===== config.mk =====
export PLATFORM = sky130hd
export DESIGN_NAME = irm_modulator
export DESIGN_NICKNAME = d
export VERILOG_FILES = /design/src/pkg/irm_pkg.sv /design/src/pkg/irm_tick_if.sv /design/src/irm_prescaler.sv /design/src/irm_slave.sv /design/src/irm_modulator.sv
export SDC_FILE = /design/constraint.sdc
export NUM_CORES = 1
export LEC_CHECK = 0
export BUFFER_PORTS_ARGS = -buffer_cell sky130_fd_sc_hd__buf_2
export CORE_MARGIN = 5
export CORE_UTILIZATION = 25
export DETAILED_ROUTE_END_ITERATION = 7
export GPL_ROUTABILITY_DRIVEN = 0
export PLACE_DENSITY = 0.43
export SYNTH_ARGS = -nofsm -noshare
export SYNTH_HDL_FRONTEND = slang
export SYNTH_SLANG_ARGS = --single-unit

===== constraint.sdc =====
create_clock -name i_clk -period 3.4 [get_ports i_clk]
set_clock_uncertainty 0.2 [all_clocks]
set_input_delay 0.85 -clock i_clk [delete_from_list [all_inputs] [get_ports i_clk]]
set_output_delay 0.85 -clock i_clk [all_outputs]
set_load 0.01 [all_outputs]

===== src/pkg/irm_pkg.sv =====
// Function
// - Carrier timer is an 8-bit up counter, readable and writable.
// - Carrier clock select: divide oscillator by 1, 2, 4 or 8.
// - Enabling carrier timer starts counting with carrier output high.
// - Carrier output goes low once count exceeds duty value.
// - At period value carrier goes high and counter restarts from zero.
// - Carrier rise and fall flags set on each carrier edge made by the running timer.
// - Both timers set overflow flags when wrapping from all ones.
// - Envelope timer is 16-bit; clock is osc/1, /16, /64 or carrier.
// - Envelope counts ticks, compared with mark or space after increments.
// - Mark match drives modulator low and switches compare to space.
// - Space match resets envelope counter and returns modulator high.
// - Mark-match and space-match flags set on each match.
// - Carrier mode passes carrier to transmit pin during mark.
// - No-carrier mode drives 1 during mark and 0 during space.
// - With timers enabled a polarity bit selects output sense.
// - With timers disabled pin follows only transmit-state bit.
// - Output-mode bit 0 selects carrier mode, 1 no-carrier mode.
// - Polarity 0 passes signal, 1 inverts it.
// - Transmit-state 0 drives low, 1 high, in direct control.
package irm_pkg;
  localparam logic [3:0] ADDR_CTRL = 4'h0;
  localparam logic [3:0] ADDR_CLKSEL = 4'h1;
  localparam logic [3:0] ADDR_PERIOD = 4'h2;
  localparam logic [3:0] ADDR_DUTY = 4'h3;
  localparam logic [3:0] ADDR_MARK = 4'h4;
  localparam logic [3:0] ADDR_SPACE = 4'h5;
  localparam logic [3:0] ADDR_CCOUNT = 4'h6;
  localparam logic [3:0] ADDR_ECOUNT = 4'h7;
  localparam logic [3:0] ADDR_FLAGS = 4'h8;
  localparam int CTRL_CEN = 0;
  localparam int CTRL_EEN = 1;
  localparam int CTRL_POL = 2;
  localparam int CTRL_MODE = 3;
  localparam int CTRL_ENV = 5;
  localparam int CTRL_TXST = 6;
  localparam int CTRL_PINEN = 7;
  localparam int FLG_RISE = 0;
  localparam int FLG_FALL = 1;
  localparam int FLG_MARK = 2;
  localparam int FLG_SPACE = 3;
  localparam int FLG_COVF = 4;
  localparam int FLG_EOVF = 5;
  localparam logic [7:0] RST_CTRL = 8'h00;
  localparam logic [7:0] RST_BYTE = 8'h00;
  localparam logic [15:0] RST_WORD = 16'h0000;
  localparam logic [1:0] ENV_SEL_CARRIER = 2'h3;
  localparam logic [6:0] ENV_DIV16 = 7'h0f;
  localparam logic [6:0] ENV_DIV64 = 7'h3f;
endpackage : irm_pkg


===== src/pkg/irm_tick_if.sv =====
`timescale 1ns/1ps
// Ticks and selects shared between top and prescaler
interface irm_tick_if;
  logic [1:0] carrier_clk_sel;
  logic [1:0] envelope_clk_sel;
  logic carrier_tick;
  logic envelope_pre_tick;
  modport pre (input carrier_clk_sel, envelope_clk_sel,
               output carrier_tick, envelope_pre_tick);
  modport top (output carrier_clk_sel, envelope_clk_sel,
               input carrier_tick, envelope_pre_tick);
endinterface : irm_tick_if


===== src/irm_prescaler.sv =====
`timescale 1ns/1ps
module irm_prescaler
  import irm_pkg::*;
(
  input wire logic i_clk, // System clock
  input wire logic i_rstn, // Async reset, low
  irm_tick_if.pre tk // Selects in, ticks out
);
  logic [6:0] div_cnt;
  logic [6:0] next_div_cnt;
  logic next_ctick;
  logic next_etick;
  logic ctick;
  logic etick;

  // Free running divider and tick decode
  always_comb begin
    next_div_cnt = div_cnt + 7'h01;
    case (tk.carrier_clk_sel)
      2'h0: next_ctick = 1'b1;
      2'h1: next_ctick = (div_cnt[0] == 1'b1);
      2'h2: next_ctick = (div_cnt[1:0] == 2'h3);
      default: next_ctick = (div_cnt[2:0] == 3'h7);
    endcase
    case (tk.envelope_clk_sel)
      2'h0: next_etick = 1'b1;
      2'h1: next_etick = ((div_cnt & ENV_DIV16) == ENV_DIV16);
      2'h2: next_etick = ((div_cnt & ENV_DIV64) == ENV_DIV64);
      default: next_etick = 1'b0;
    endcase
  end

  // Register divider and ticks
  always_ff @(posedge i_clk or negedge i_rstn) begin
    if (!i_rstn) begin
      div_cnt <= 7'h00;
      ctick <= 1'b0;
      etick <= 1'b0;
    end else begin
      div_cnt <= next_div_cnt;
      ctick <= next_ctick;
      etick <= next_etick;
    end
  end

  assign tk.carrier_tick = ctick;
  assign tk.envelope_pre_tick = etick;
endmodule : irm_prescaler


===== src/irm_slave.sv =====
`timescale 1ns/1ps
module irm_slave
  import irm_pkg::*;
(
  input wire logic i_clk, // System clock
  input wire logic i_rstn, // Async reset, low
  input wire logic i_read, // Avalon read
  input wire logic i_write, // Avalon write
  output logic o_waitrequest, // Low on answer cycle
  output logic o_rd_go, // Read data load cycle
  output logic o_wr_go // Write accepted this cycle
);
  logic ack;
  logic next_ack;
  logic busy;
  logic next_busy;

  // One wait cycle, then accept
  always_comb begin
    next_ack = (i_read || i_write) && !ack;
    next_busy = !next_ack;
  end

  always_ff @(posedge i_clk or negedge i_rstn) begin
    if (!i_rstn) begin
      ack <= 1'b0;
      busy <= 1'b1;
    end else begin
      ack <= next_ack;
      busy <= next_busy;
    end
  end

  // Waitrequest straight from a flop
  assign o_waitrequest = busy;
  // Read data load in the wait cycle, so it stands at the accept edge
  assign o_rd_go = !ack && i_read;
  assign o_wr_go = ack && i_write;
endmodule : irm_slave


===== src/irm_modulator.sv =====
`timescale 1ns/1ps
module irm_modulator
  import irm_pkg::*;
(
  input wire logic i_clk, // System clock 40 MHz
  input wire logic i_rstn, // Async reset, low
  input wire logic [3:0] i_avs_address, // Word address
  input wire logic i_avs_read, // Read strobe
  input wire logic i_avs_write, // Write strobe
  input wire logic [31:0] i_avs_writedata, // Write data
  input wire logic [3:0] i_avs_byteenable, // Byte enables
  output logic [31:0] o_avs_readdata, // Read data
  output logic o_avs_waitrequest, // Wait request
  output logic o_ir_transmit_out, // Transmit pin level
  output logic o_tx_pin_enable // Pin used as transmit
);
  logic [7:0] ctrl;
  logic [1:0] carrier_clk_sel;
  logic [1:0] envelope_clk_sel;
  logic [7:0] period;
  logic [7:0] duty;
  logic [15:0] mark;
  logic [15:0] space;
  logic [7:0] ccount;
  logic [15:0] ecount;
  logic carrier;
  logic mark_active;
  logic [5:0] flags;
  logic [31:0] rdata;
  logic tx_out;
  logic [7:0] next_ctrl;
  logic [1:0] next_carrier_clk_sel;
  logic [1:0] next_envelope_clk_sel;
  logic [7:0] next_period;
  logic [7:0] next_duty;
  logic [15:0] next_mark;
  logic [15:0] next_space;
  logic [7:0] next_ccount;
  logic [15:0] next_ecount;
  logic next_carrier;
  logic next_mark_active;
  logic [5:0] next_flags;
  logic [5:0] set_flags;
  logic [31:0] next_rdata;
  logic next_tx_out;
  logic wr_go;
  logic rd_go;
  logic cen;
  logic een;
  logic etick;
  logic [7:0] cinc;
  logic [15:0] einc;
  logic pre_tx;
  logic b0;
  logic b1;
  // Carrier reload strobe and flag clears
  logic cwrap;
  logic [5:0] clr_flags;

  irm_tick_if tk ();

  assign tk.carrier_clk_sel = carrier_clk_sel;
  assign tk.envelope_clk_sel = envelope_clk_sel;

  irm_prescaler u_pre (
    .i_clk(i_clk),
    .i_rstn(i_rstn),
    .tk(tk)
  );

  irm_slave u_slv (
    .i_clk(i_clk),
    .i_rstn(i_rstn),
    .i_read(i_avs_read),
    .i_write(i_avs_write),
    .o_waitrequest(o_avs_waitrequest),
    .o_rd_go(rd_go),
    .o_wr_go(wr_go)
  );

  assign cen = ctrl[CTRL_CEN];
  assign een = ctrl[CTRL_EEN];
  assign b0 = wr_go && i_avs_byteenable[0];
  assign b1 = wr_go && i_avs_byteenable[1];

  // Carrier timer, envelope timer and flags
  always_comb begin
    next_ccount = ccount;
    next_carrier = carrier;
    next_ecount = ecount;
    next_mark_active = mark_active;
    set_flags = 6'h00;
    cinc = ccount + 8'h01;
    einc = ecount + 16'h0001;
    // Carrier reload ends one carrier period
    cwrap = cen && tk.carrier_tick && (cinc == period || ccount == period);
    // Carrier-rate envelope ticks once per carrier period
    if (envelope_clk_sel == ENV_SEL_CARRIER) begin
      etick = cwrap;
    end else begin
      etick = tk.envelope_pre_tick;
    end
    if (!cen) begin
      next_carrier = 1'b1;
    end else if (tk.carrier_tick) begin
      if (cwrap) begin
        next_ccount = 8'h00;
        next_carrier = 1'b1;
        if (!carrier) begin
          set_flags[FLG_RISE] = 1'b1;
        end
      end else begin
        next_ccount = cinc;
        if (cinc > duty) begin
          next_carrier = 1'b0;
          if (carrier) begin
            set_flags[FLG_FALL] = 1'b1;
          end
        end
      end
      if (ccount == 8'hff) begin
        set_flags[FLG_COVF] = 1'b1;
      end
    end
    if (!een) begin
      next_mark_active = 1'b1;
    end else if (etick) begin
      next_ecount = einc;
      if (ecount == 16'hffff) begin
        set_flags[FLG_EOVF] = 1'b1;
      end
      if (mark_active && einc == mark) begin
        next_mark_active = 1'b0;
        set_flags[FLG_MARK] = 1'b1;
      end else if (!mark_active && einc == space) begin
        next_ecount = 16'h0000;
        next_mark_active = 1'b1;
        set_flags[FLG_SPACE] = 1'b1;
      end
    end
    // Software writes override counters
    if (b0 && i_avs_address == ADDR_CCOUNT) begin
      next_ccount = i_avs_writedata[7:0];
    end
    if (i_avs_address == ADDR_ECOUNT) begin
      if (b0) begin
        next_ecount[7:0] = i_avs_writedata[7:0];
      end
      if (b1) begin
        next_ecount[15:8] = i_avs_writedata[15:8];
      end
    end
    // Ones written to the flag word clear those flags
    clr_flags = 6'h00;
    if (b0 && i_avs_address == ADDR_FLAGS) begin
      clr_flags = i_avs_writedata[5:0];
    end
  end

  // Per flag bit: a hardware set wins over a clear in the same cycle
  for (genvar f = 0; f < 6; f++) begin : g_flag
    assign next_flags[f] = set_flags[f] || (flags[f] && !clr_flags[f]);
  end

  // Configuration registers
  always_comb begin
    next_ctrl = ctrl;
    next_carrier_clk_sel = carrier_clk_sel;
    next_envelope_clk_sel = envelope_clk_sel;
    next_period = period;
    next_duty = duty;
    next_mark = mark;
    next_space = space;
    if (b0) begin
      case (i_avs_address)
        ADDR_CTRL: next_ctrl = i_avs_writedata[7:0];
        ADDR_CLKSEL: begin
          next_carrier_clk_sel = i_avs_writedata[1:0];
          next_envelope_clk_sel = i_avs_writedata[5:4];
        end
        ADDR_PERIOD: next_period = i_avs_writedata[7:0];
        ADDR_DUTY: next_duty = i_avs_writedata[7:0];
        ADDR_MARK: next_mark[7:0] = i_avs_writedata[7:0];
        ADDR_SPACE: next_space[7:0] = i_avs_writedata[7:0];
        default: ;
      endcase
    end
    if (b1) begin
      case (i_avs_address)
        ADDR_MARK: next_mark[15:8] = i_avs_writedata[15:8];
        ADDR_SPACE: next_space[15:8] = i_avs_writedata[15:8];
        default: ;
      endcase
    end
    next_ctrl[CTRL_ENV] = 1'b0;
  end

  // Read mux, loaded in the wait cycle so data stand at the accept edge
  always_comb begin
    next_rdata = rdata;
    if (rd_go) begin
      next_rdata = 32'h0000_0000;
      case (i_avs_address)
        ADDR_CTRL: begin
          next_rdata[7:0] = ctrl;
          next_rdata[CTRL_ENV] = mark_active && een;
        end
        ADDR_CLKSEL: next_rdata[5:0] = {envelope_clk_sel, 2'h0,
                                         carrier_clk_sel};
        ADDR_PERIOD: next_rdata[7:0] = period;
        ADDR_DUTY: next_rdata[7:0] = duty;
        ADDR_MARK: next_rdata[15:0] = mark;
        ADDR_SPACE: next_rdata[15:0] = space;
        ADDR_CCOUNT: next_rdata[7:0] = ccount;
        ADDR_ECOUNT: next_rdata[15:0] = ecount;
        ADDR_FLAGS: next_rdata[5:0] = flags;
        default: next_rdata = 32'h0000_0000;
      endcase
    end
  end

  // Output control: mode gate, polarity or direct level
  always_comb begin
    // Mode gate before polarity
    if (ctrl[CTRL_MODE]) begin
      pre_tx = mark_active;
    end else begin
      pre_tx = carrier && mark_active;
    end
    // Direct level while both timers are stopped
    if (!cen && !een) begin
      next_tx_out = ctrl[CTRL_TXST];
    end else begin
      next_tx_out = pre_tx ^ ctrl[CTRL_POL];
    end
  end

  // Configuration registers
  always_ff @(posedge i_clk or negedge i_rstn) begin
    if (!i_rstn) begin
      ctrl <= RST_CTRL;
      carrier_clk_sel <= 2'h0;
      envelope_clk_sel <= 2'h0;
      period <= RST_BYTE;
      duty <= RST_BYTE;
      mark <= RST_WORD;
      space <= RST_WORD;
    end else begin
      ctrl <= next_ctrl;
      carrier_clk_sel <= next_carrier_clk_sel;
      envelope_clk_sel <= next_envelope_clk_sel;
      period <= next_period;
      duty <= next_duty;
      mark <= next_mark;
      space <= next_space;
    end
  end

  // Timer counters and waveform state
  always_ff @(posedge i_clk or negedge i_rstn) begin
    if (!i_rstn) begin
      ccount <= RST_BYTE;
      ecount <= RST_WORD;
      carrier <= 1'b1;
      mark_active <= 1'b1;
    end else begin
      ccount <= next_ccount;
      ecount <= next_ecount;
      carrier <= next_carrier;
      mark_active <= next_mark_active;
    end
  end

  // Event flags
  always_ff @(posedge i_clk or negedge i_rstn) begin
    if (!i_rstn) begin
      flags <= 6'h00;
    end else begin
      flags <= next_flags;
    end
  end

  // Read data and transmit level
  always_ff @(posedge i_clk or negedge i_rstn) begin
    if (!i_rstn) begin
      rdata <= 32'h0000_0000;
      tx_out <= 1'b0;
    end else begin
      rdata <= next_rdata;
      tx_out <= next_tx_out;
    end
  end

  assign o_avs_readdata = rdata;
  assign o_ir_transmit_out = tx_out;
  assign o_tx_pin_enable = ctrl[CTRL_PINEN];
endmodule : irm_modulator


==> summary.md, run 1 <==
The number of buffers inserted by hold repair at cts is 0, and the worst relative slew slack is 0.224. For this run the aggregate overflow at the end of global routing stands at 0. The initial core utilization is 0.254, and the number of rows in the core area is 62.

The number of antenna violations at the first check in global routing is 1. Setup repair after global routing left no endpoint under its margin. The multi-input combinational cells in the finished layout cover a total of 3980 um^2. The final number of max-transition violations was 0; the number of enable flip-flop cells after synthesis was 0.

The routed wire length was 22,800 um. The tree built by TritonCTS fans out to 118 sinks. On the critical path the largest part of the delay comes from simple AND/OR/NAND/NOR gates. The logs give 0.405 for the share of synthesized area occupied by flip-flops and latches and 28,800 um^2 for the area of the core. Across all register-to-register paths, the minimum setup slack is 0.34 ns. The proportion of register bits with asynchronous set or reset after synthesis works out to 1.00. The critical path goes through and4_1, nand4_2, a32oi_1, nand3_1, nor4_2, and4_4, o21ai_0, a21boi_1. In the routed design, unresolved DRC markers number 0. The sum of negative setup slack is 0 ns.

The min-delay analysis places its worst path in the category in -> async. During synthesis, Yosys emitted a total of 0 warnings. In the routed layout, each cell is associated on average with a via count of 4.83. The largest incremental delay on the critical path works out to 0.56 ns. STA classifies the critical path endpoint as a flip-flop. Hold is met by 0.239 ns. Setup violations remaining at the end of the flow were counted as 0.

For the via count, the log shows 5,858. For the initial DRC count, the log shows 402. The synthesized instance count is 758. The first detailed-routing pass took 5 iterations.

In this run the mean area of a mapped cell was 9.63 um^2. The via count of the first global-routing pass came out at 5,861. The total count of hold-check failures in the final report was 0; the average detailed-routed wire length per instance was 18.8 um. The die width was 181 um. The library cell used as clock root buffer is sky130_fd_sc_hd__clkbuf_16. The tools report the type of origin of the critical path as a flip-flop. The number of gates resized after CTS was 0. The analysis attributes to cell leakage a power of 3.80 nW.

In this run the critical register-to-register path is captured at mark_active. Maximum fanout along the worst path: 13. Startpoint of the worst register-to-register path: ecount[4].

Of all cell types, the one taking the most synthesized area is sky130_fd_sc_hd__dfrtp_1. The clock-pin transition on the worst setup and hold timing paths is 0.07 ns, and the number of buffers inserted by port buffering is 44. For the instance count after placement with tap cells included, the log shows 1,180.

Buffers added to address setup during post-CTS repair amount to 0. By area the synthesized netlist is led by sky130_fd_sc_hd__dfrtp_1 (39%), sky130_fd_sc_hd__mux2_2 (9.4%), sky130_fd_sc_hd__xnor2_1 (4.8%). The maximum clock insertion buffer count was 2; the final critical path time including I/O delays and setup was 3.06 ns. Across the VDD grid, the largest voltage drop is 332 uV. The synthesized design contains 118 register bits. Registers take 2960 um^2. Clock latency on the worst-skew pair, taken at its later pin, is 0.42 ns. The fraction of synthesized cell area taken by the top area cell type works out to 0.394. The distinct cell type count of the synthesized netlist was 69. The final HPWL from detailed placement was 17,100 um; the overall die area was 32,700 um^2. Relative to the synthesized area, the layout overhead comes to 18.2%. The power density over the cells was 657 nW/um^2; the filler cell count in the final layout was 3,038. The share of post-route cells with drive strength above 1 is 0.243.

Counting instances in the post-synthesis netlist gives the leading cell types as sky130_fd_sc_hd__dfrtp_1 (115), sky130_fd_sc_hd__nand2_1 (82), sky130_fd_sc_hd__mux2_2 (61). The data arrival time of the critical path was 3.21 ns; the layout net count was 871. The slew at the pin closest to its max-slew limit works out to 1.16 ns. Entering global routing, the biggest net connects 48 pins.

The number of antenna diodes in the final layout is 0. In this run the number of H-tree levels came out at 4. The endpoint required time on the critical path was 3.55 ns. Across all setup checks in the final design, the least slack found is 0.342 ns.

The run gives 0.370 ns as the pre-CTS setup slack. The number of clock buffers added by TritonCTS is 17. Worst reg2reg path depth: 8. Post-synth design cell area: 7300 um^2.

In this run the remaining antenna-violating nets after routing total 0. The die is 181 um tall. The run gives 0 as the max capacitance violation total. Pin placement for this block handled 79 I/O pins. The first global-routing pass estimated 36,000 um of wire. For this run, the leading register cell type out of synthesis is sky130_fd_sc_hd__dfrtp_1.

The non-filler instance count after layout is 1,212, and the peak clock frequency supported by timing is 327 MHz. The overall global routing resource usage is 0.140. Most numerous cell in the Yosys netlist: sky130_fd_sc_hd__dfrtp_1.

Class of the most critical setup path: reg -> reg. TritonCTS built the clock tree. Together, buffers and inverters on the worst path number 0. The largest individual stage delay along the critical path comes from the cell sky130_fd_sc_hd__dfrtp_1. The run finished with clean final reports. The final critical-path share of the clock period came out at 0.899.
## power breakdown
group	internal, mW	switching (mW)
Sequential	1.66	0.328
Clock	1.04	0.765
Combinational	0.855	1.03
## cells in the final DEF (no fill, tap or decap), drive strengths merged, types with 5 or more instances in the layout
cell    netlist  layout
and4          5       5
a21o         12      12
a31oi         8       8
and3          8       8
dfrtp       115     115
mux2i        17      17
buf          43      86
conb          1      16
mux2         61      61
ha           12      12
nor2         33      33
nand2        82      82
o22ai         5       5
a22oi         8       8
a21oi        45      45
o21ai        48      48
a22o         10      10
nand4        11      11
inv          17      27
nor4         12      12
nor2b        11      11
or3          13      13
nand2b        5       5
nor3         18      18
nand3        27      27
clkbuf       20      17
xnor2        42      42
xor2         19      19
## cell type report
cell class              instances  share of cell area
multi-input cells             575               0.462
flip-flops and latches        118               0.343
repair buffers                 86              0.0652
well taps                     384              0.0557
clock buffers                  17              0.0493
clock inverters                15              0.0184
inverters                      17             0.00739
## worst max-delay path by stage
stage / to / slack, ns / from / depth (start not counted)
2_1_floorplan: space[10] / 0.65 / i_avs_address[3] / 5
3_3_place_gp: o_avs_readdata[1] / 0.40 / i_avs_address[0] / 8
3_5_place_dp: o_avs_readdata[1] / 0.37 / i_avs_address[0] / 8
4_1_cts: mark_active / 0.40 / ecount[4] / 8
5_1_grt: mark_active / 0.08 / ecount[4] / 8
6_report: mark_active / 0.34 / ecount[4] / 8
## cells by family (layout without fill, tap and decap cells)
kind of cell / Yosys count / after routing / share of synthesized area
DFF: 118 / 118 / 0.405
and+or+nand+nor: 240 / 240 / 0.175
muxes: 79 / 79 / 0.120
other: 1 / 16 / 0.000513
xor gates and xnor gates: 62 / 62 / 0.0783
buffers and inverters: 80 / 135 / 0.0574
adders and majority gates: 12 / 12 / 0.0206
AOI/OAI and AO/OA: 166 / 166 / 0.143
## stage by stage
| step | utilization | total power [mW] | area [um^2] |
|---|---|---|---|
| 2_1_floorplan | - | 3.33 | 7360 |
| 4_1_cts | 0.300 | 5.72 | 8630 |
| 5_1_grt | 0.300 | 6.04 | 8630 |
| 3_5_place_dp | 0.280 | 3.89 | 8050 |
| 3_3_place_gp | 0.280 | 3.89 | 8050 |
| 6_report | 0.300 | 5.67 | 8630 |
## flip-flops by register name (all words and copies together) (netlist names)
name	flops
ecount	16
u_pre.div_cnt	6
space	16
flags	6
o_avs_readdata	16
carrier	1
ctrl	7
mark	16
envelope_clk_sel	2
carrier_clk_sel	2
u_pre.tk.envelope_pre_tick	1
duty	8
u_slv.o_waitrequest	1
period	8
u_pre.tk.carrier_tick	1
o_ir_transmit_out	1
mark_active	1
u_slv.ack	1
ccount	8
## metal layers
metal  global-route usage  wire length (um)
met1                0.205             11300
met5                    0                20
met2                0.212             10100
met3               0.0286              1070
met4               0.0354               254
(Power assumes the default switching activity.)
==> run 2, diff against run 1 <==
--- a/config.mk
+++ b/config.mk
@@ -6,11 +6,13 @@
 export NUM_CORES = 1
 export LEC_CHECK = 0
 export BUFFER_PORTS_ARGS = -buffer_cell sky130_fd_sc_hd__buf_2
+export CELL_PAD_IN_SITES_DETAIL_PLACEMENT = 1
+export CELL_PAD_IN_SITES_GLOBAL_PLACEMENT = 1
 export CORE_MARGIN = 5
 export CORE_UTILIZATION = 25
 export DETAILED_ROUTE_END_ITERATION = 7
 export GPL_ROUTABILITY_DRIVEN = 0
-export PLACE_DENSITY = 0.43
+export PLACE_DENSITY = 0.51
 export SYNTH_ARGS = -nofsm -noshare
 export SYNTH_HDL_FRONTEND = slang
 export SYNTH_SLANG_ARGS = --single-unit
==> run 2 against run 1 <==
  * Global-route usage grew 1.4 points
  * Critical path type unchanged
  * Die area is the same
  * Setup slack gained 0.017 ns
  * Largest power group unchanged
  * Design area grew 0.13%
  * Clock power grew 4%
  * Via count grew 1.8%
==> summary.md, run 2 (same netlist as run 1, synthesis figures left out) <==
The tools report the number of failing setup endpoints in the final timing report as 0. The largest individual stage delay along the critical path comes from the cell sky130_fd_sc_hd__or4_1. The largest incremental delay on the critical path works out to 0.48 ns.

For this design, the CTS-stage hold fixing added 0 buffers. Setup repair after global routing left no endpoint under its margin. The total DRC errors in the routed layout is 0. The run gives 6,295 as the via count of the first global-routing pass.

The run gives 18,600 um as the final HPWL from detailed placement. The die is 181 um wide. The run gives 0 as the final number of max-transition violations.

TritonCTS built the clock tree. During I/O placement, the number of pins put on the boundary was 79. The path class of the tightest hold or removal check is in -> async. Walking the worst path, the cells encountered are buf_4, xnor2_1, nand4_1, or4_1, o21ai_1, o21ai_2, buf_12, or3_1, a21o_1, a21oi_1. For the total power consumption of the routed design, the log shows 5.77 mW. For the clock buffer count from CTS, the log shows 17. The logs give 3.81 nW for the reported leakage power and 118 for the number of sinks handled by clock tree synthesis. The share of post-route cells with drive strength above 1 is 0.243, and the total count of hold-check failures in the final report is 0. The final critical path time including I/O delays and setup is 3.04 ns, and the number of buffers inserted by port buffering is 44. The run gives 0.154 as the overall global routing resource usage. The flow ran to the end, and the final reports show no timing, DRC or antenna violations. For this run, the post-layout net count is 871. The run gives 1,180 as the instance count after placement with tap cells included.

IR analysis of the VDD net gives a maximum drop of 346 uV. The first global-routing pass estimated 39,300 um of wire. The final route contains 5,965 vias. The die covers 32,700 um^2. The layout has 3,314 filler cells. Entering global routing, the biggest net connects 74 pins.

After clock tree synthesis, the clock-pin slew on the worst setup and hold paths is 0.07 ns. Leaving out fill and tap cells, the most frequent cells in the layout are sky130_fd_sc_hd__dfrtp_1 (115), sky130_fd_sc_hd__nand2_1 (82), sky130_fd_sc_hd__mux2_2 (61). For the number of resized instances in the post-cts repair step, the log shows 0. The tools report the peak clock frequency supported by timing as 329 MHz. In this run the post-CTS setup repair buffer count came out at 0.

The H-tree was split into 4 levels. Sum of negative setup slack: 0 ns. The tools report the final standard cell utilization of the core as 0.300. The max capacitance violation total was 0. The die height came out at 181 um.

Leaving out fill and tap cells, the most frequent cell in the layout is sky130_fd_sc_hd__dfrtp_1. At the worst endpoint, the arrival time is 3.18 ns. The tools report the worst relative slew slack as 0.359. STA classifies the critical path endpoint as a flip-flop. For the initial core utilization, the log shows 0.254. The tree is rooted in a sky130_fd_sc_hd__clkbuf_16. At the later pin of the worst-skew pair, clock insertion delay measures 0.42 ns. The initial DRC count came out at 290.

For the total global routing overflow, the log shows 0. The type of origin of the critical path was a flip-flop. The remaining number of nets flagged by the antenna check after routing was 0; the reg-to-reg setup timing slack was 0.36 ns. The iteration count of the initial detailed-routing pass was 5. The kind of cell with the highest combined delay along the critical path is simple AND/OR/NAND/NOR gates. The final critical-path share of the clock period is 0.894, and the maximum clock insertion buffer count is 2. The pre-CTS setup slack was 0.390 ns; the slew at the pin closest to its max-slew limit was 0.954 ns.

The area growth from synthesis to layout is 18.3%. The number of diodes is 0. In the routed layout, each cell is associated on average with a via count of 4.92.

For this block, the routed nets add up to 25,000 um of wire. The average detailed-routed wire length per instance works out to 20.6 um. The non-filler instance count after layout was 1,212. Class of the most critical setup path: reg -> reg. The run gives 2 as the number of antenna violations at the first check in global routing. The core region is 28,800 um^2. Of all nets on the critical path, the largest fanout is 35.

For this design the ratio of total power to cell area is 668 nW/um^2. After floorplanning, the core was divided into 62 placement rows. The endpoint required time on the critical path was 3.54 ns.

The final worst-path setup slack was 0.359 ns; the number of buffer and inverter instances along the worst setup path was 2.
==> run 2: area by class of cell <==
type | count | area [um^2] | area share
Tap cell | 384 | 480 | 0.0556
Clock inverter | 15 | 170 | 0.0197
Multi-Input combinational cell | 575 | 3980 | 0.461
Inverter | 17 | 63.8 | 0.00738
Timing Repair Buffer | 86 | 563 | 0.0651
Clock buffer | 17 | 425 | 0.0492
Sequential cell | 118 | 2960 | 0.342
==> run 2: per-layer routing <==
metal	share of wire	global-route usage
met1	0.49	0.216
met2	0.46	0.245
met3	0.038	0.0320
met4	0.012	0.0357
met5	0.0011	0
==> run 2: worst paths after layout <==
check	from	to	depth (start not counted)
max in group asynchronous	i_rstn	mark[7]	2
min	i_rstn	o_avs_readdata[0]	1
max reg2reg	ccount[0]	ecount[12]	10
min reg2reg	flags[2]	flags[2]	2
min in group i_clk	flags[2]	flags[2]	2
max	ccount[0]	ecount[12]	10
==> run 2: power breakdown <==
part | internal, mW | leakage (nW) | switching, mW
Sequential | 1.66 | 1.45 | 0.362
Clock | 1.10 | 0.292 | 0.768
Combinational | 0.848 | 2.07 | 1.04
==> run 2: metrics by stage <==
step                      instance area [um^2]  hold slack [ns]
after floorplan                           7360            0.232
after global placement                    8050            0.252
after global routing                      8640           0.0370
after CTS                                 8640           0.0360
final                                     8640           0.0456
after detailed placement                  8050            0.258
==> run 2: worst register-to-register path, cell delays in order (launching register included) <==
cell                      delay (ns)
sky130_fd_sc_hd__dfrtp_1        0.39
sky130_fd_sc_hd__buf_4          0.17
sky130_fd_sc_hd__xnor2_1        0.25
sky130_fd_sc_hd__nand4_1        0.13
sky130_fd_sc_hd__or4_1          0.48
sky130_fd_sc_hd__o21ai_1        0.33
sky130_fd_sc_hd__o21ai_2        0.11
sky130_fd_sc_hd__buf_12         0.18
sky130_fd_sc_hd__or3_1          0.37
sky130_fd_sc_hd__a21o_1         0.18
sky130_fd_sc_hd__a21oi_1        0.16
==> run 3, diff against run 2 <==
--- a/config.mk
+++ b/config.mk
@@ -12,7 +12,7 @@
 export CORE_UTILIZATION = 25
 export DETAILED_ROUTE_END_ITERATION = 7
 export GPL_ROUTABILITY_DRIVEN = 0
-export PLACE_DENSITY = 0.51
+export PLACE_DENSITY = 0.53
 export SYNTH_ARGS = -nofsm -noshare
 export SYNTH_HDL_FRONTEND = slang
 export SYNTH_SLANG_ARGS = --single-unit
==> constraint.sdc (replaced) <==
create_clock -name i_clk -period 2.6 [get_ports i_clk]
set_clock_uncertainty 0.2 [all_clocks]
set_input_delay 0.65 -clock i_clk [delete_from_list [all_inputs] [get_ports i_clk]]
set_output_delay 0.65 -clock i_clk [all_outputs]
set_load 0.01 [all_outputs]
==> run 3 against run 2 <==
  * Via count up 9.7%
  * The flow now finishes with violations (negative setup slack)
  * Hold slack better by 0.21 ns
  * First-iteration DRC count rose by 22%
  * Sequential power up 26%
  * Power increased by 53%
==> summary.md, run 3 (same netlist as run 1, synthesis figures left out) <==
The clock insertion delay at the later pin of the skew report was 0.43 ns. The cell depth of the worst hold path was 3. Met3 capacity usage during global routing: 0.0334. The pin count of the biggest net entering global routing is 58. The run gives -2.83 ns as the sum of negative setup slack.

The finished cells cover 10,100 um^2. The critical path is of the reg -> reg type. The endpoint required time on the critical path is 2.75 ns. The non-filler instance count after layout was 1,343; the maximum fanout along the worst path was 6.

The run gives 0 as the max capacitance violation total. The library cells used most frequently in the layout, excluding fill and tap cells, are sky130_fd_sc_hd__buf_4 (157), sky130_fd_sc_hd__dfrtp_1 (109), sky130_fd_sc_hd__nand2_1 (80). The switching power share of the total is 0.365, and the maximum clock insertion buffer count is 2. For this design the static power due to leakage is 4.58 nW. For this design the ratio of total power to cell area is 872 nW/um^2. TritonCTS created 17 clock buffers. The min-delay analysis places its worst path in the category in -> reg. For the pin with the worst max-slew slack, the measured transition is 0.606 ns. Overall global routing resource usage: 0.165. TritonCTS built the clock tree. Counting the fill cells in the layout gives 3,248.

The floorplan step set the die height to 181 um. The number of sinks handled by clock tree synthesis was 118; the worst slack on hold paths was 0.251 ns. The library cell used most frequently in the layout, excluding fill and tap cells, is sky130_fd_sc_hd__buf_4. The met2 routing resource usage after global routing came out at 0.267.

The final route contains 6,542 vias. Once placement finished, the instance area stood at 8810 um^2. The first global-routing pass estimated 41,500 um of wire. The final reports fail on negative setup slack.

The H-tree depth was 4. The number of antenna violations at the first check in global routing is 0. After detailed routing, the total wire length is 27,300 um. Relative to the synthesized area, the layout overhead comes to 38.8%. The kind of end point of the critical path is a flip-flop. Clock-pin transition on the worst setup and hold timing paths: 0.06 ns. Total global routing overflow: 0. The reg-to-reg setup timing slack came out at -0.27 ns. The share of post-route cells with drive strength above 1 came out at 0.408. The final critical path time including I/O delays and setup was 2.87 ns. The flow ran to the end, but the final reports show violations. For this run, the post-layout net count is 1,002. For this run, design rule violations remaining after detail routing come to 0. The worst setup path is launched from a flip-flop. Combinational group share of total power: 0.444. The final worst-path setup slack is -0.267 ns. The tools report the pre-CTS setup slack as -0.283 ns.

The number of cells on the worst reg-to-reg path is 10. Setup repair after global routing could not meet its margin everywhere. Clock tree synthesis selected as its root buffer the cell sky130_fd_sc_hd__clkbuf_16.

The floorplan has 62 rows. The initial core utilization was 0.254; the remaining number of nets flagged by the antenna check after routing was 0. The logs give 19,900 um for the final HPWL from detailed placement and 6,739 for the via count of the first global-routing pass. The region available for standard cell placement spans 28,800 um^2.

After detailed routing, the number of vias per cell comes to 4.87. Setup violations remaining at the end of the flow were counted as 19. The tools report the total count of hold-check failures in the final report as 0. The number of buffers inserted by port buffering was 44; the number of top-level pins was 79. The internal power contribution was 5.61 mW.

The worst relative slew slack is 0.596, and the worst IR drop on VDD is 444 uV. For the data arrival time of the critical path, the log shows 3.02 ns. Global-route layer with the greatest usage: met2.

Timing would allow up to 349 MHz. Number of diodes: 0. The die width was 181 um; the initial DRC count was 355.

Dividing the detail-routed wire length by the instance count gives 20.4 um. The total net switching power was 3.22 mW. The run gives 1,279 as the instance count after placement with tap cells included.

The final critical-path share of the clock period is 1.10. The iteration count of the initial detailed-routing pass is 5. The met1 usage in global routing was 0.225. The final number of max-transition violations came out at 0.

The fraction of power consumed by the clock network came out at 0.268. The floorplan step defined a die boundary enclosing 32,700 um^2. Share of total power in sequential cells: 0.288.
==> run 3: metrics by stage <==
stage / power [mW] / utilization
global placement: 5.64 / 0.306
CTS: 8.53 / 0.341
detailed placement: 5.70 / 0.306
finish: 8.84 / 0.352
global route: 9.35 / 0.352
floorplan: 4.36 / -
==> run 3: per-layer routing <==
metal  part of all wire  vias to the layer above
met2               0.47                      102
met5                  0                        -
li1                   -                     3093
met4              0.015                        0
met1               0.48                     3322
met3              0.034                       25
==> run 3: timing repair <==
action,4_1_cts,5_1_grt
hold endpoints to repair,20,0
setup buffers,12,17
hold buffers,1,0
setup endpoints to repair,25,32
gates resized for setup,53,44
pin swaps,46,37
gates cloned,3,1
==> run 3: critical path, cell delays in order, from the launching register on <==
cell,delay (ns)
sky130_fd_sc_hd__dfrtp_2,0.45
sky130_fd_sc_hd__buf_4,0.15
sky130_fd_sc_hd__xnor2_1,0.18
sky130_fd_sc_hd__nand4_1,0.12
sky130_fd_sc_hd__or4_4,0.48
sky130_fd_sc_hd__o21ai_4,0.20
sky130_fd_sc_hd__o21ai_4,0.12
sky130_fd_sc_hd__buf_6,0.16
sky130_fd_sc_hd__buf_16,0.13
sky130_fd_sc_hd__nand4b_1,0.31
sky130_fd_sc_hd__a21boi_2,0.26
==> run 3: worst paths after layout <==
check | startpoint | endpoint
max | ccount[2] | mark_active
min | i_avs_writedata[9] | space[9]
max reg2reg | ccount[2] | mark_active
min reg2reg | u_pre.div_cnt[5] | u_pre.div_cnt[5]
max in group asynchronous | i_rstn | carrier
min in group asynchronous | i_rstn | period[6]
==> run 3: area by class of cell <==
| type | count | area (um^2) | share of cell area |
|---|---|---|---|
| flip-flops and latches | 118 | 2960 | 0.292 |
| clock buffers | 22 | 474 | 0.0468 |
| clock inverters | 10 | 103 | 0.0101 |
| well taps | 384 | 480 | 0.0474 |
| multi-input cells | 576 | 4390 | 0.433 |
| repair buffers | 216 | 1660 | 0.164 |
| inverters | 17 | 63.8 | 0.00630 |
==> run 3: power by group through the flow <==
stage,combinational [mW],clock [mW],sequential [mW]
6_report,3.92,2.37,2.55
5_1_grt,4.23,2.52,2.60
4_1_cts,3.55,2.42,2.55
3_5_place_dp,3.16,0,2.54
3_3_place_gp,3.11,0,2.53
2_1_floorplan,1.93,0,2.43
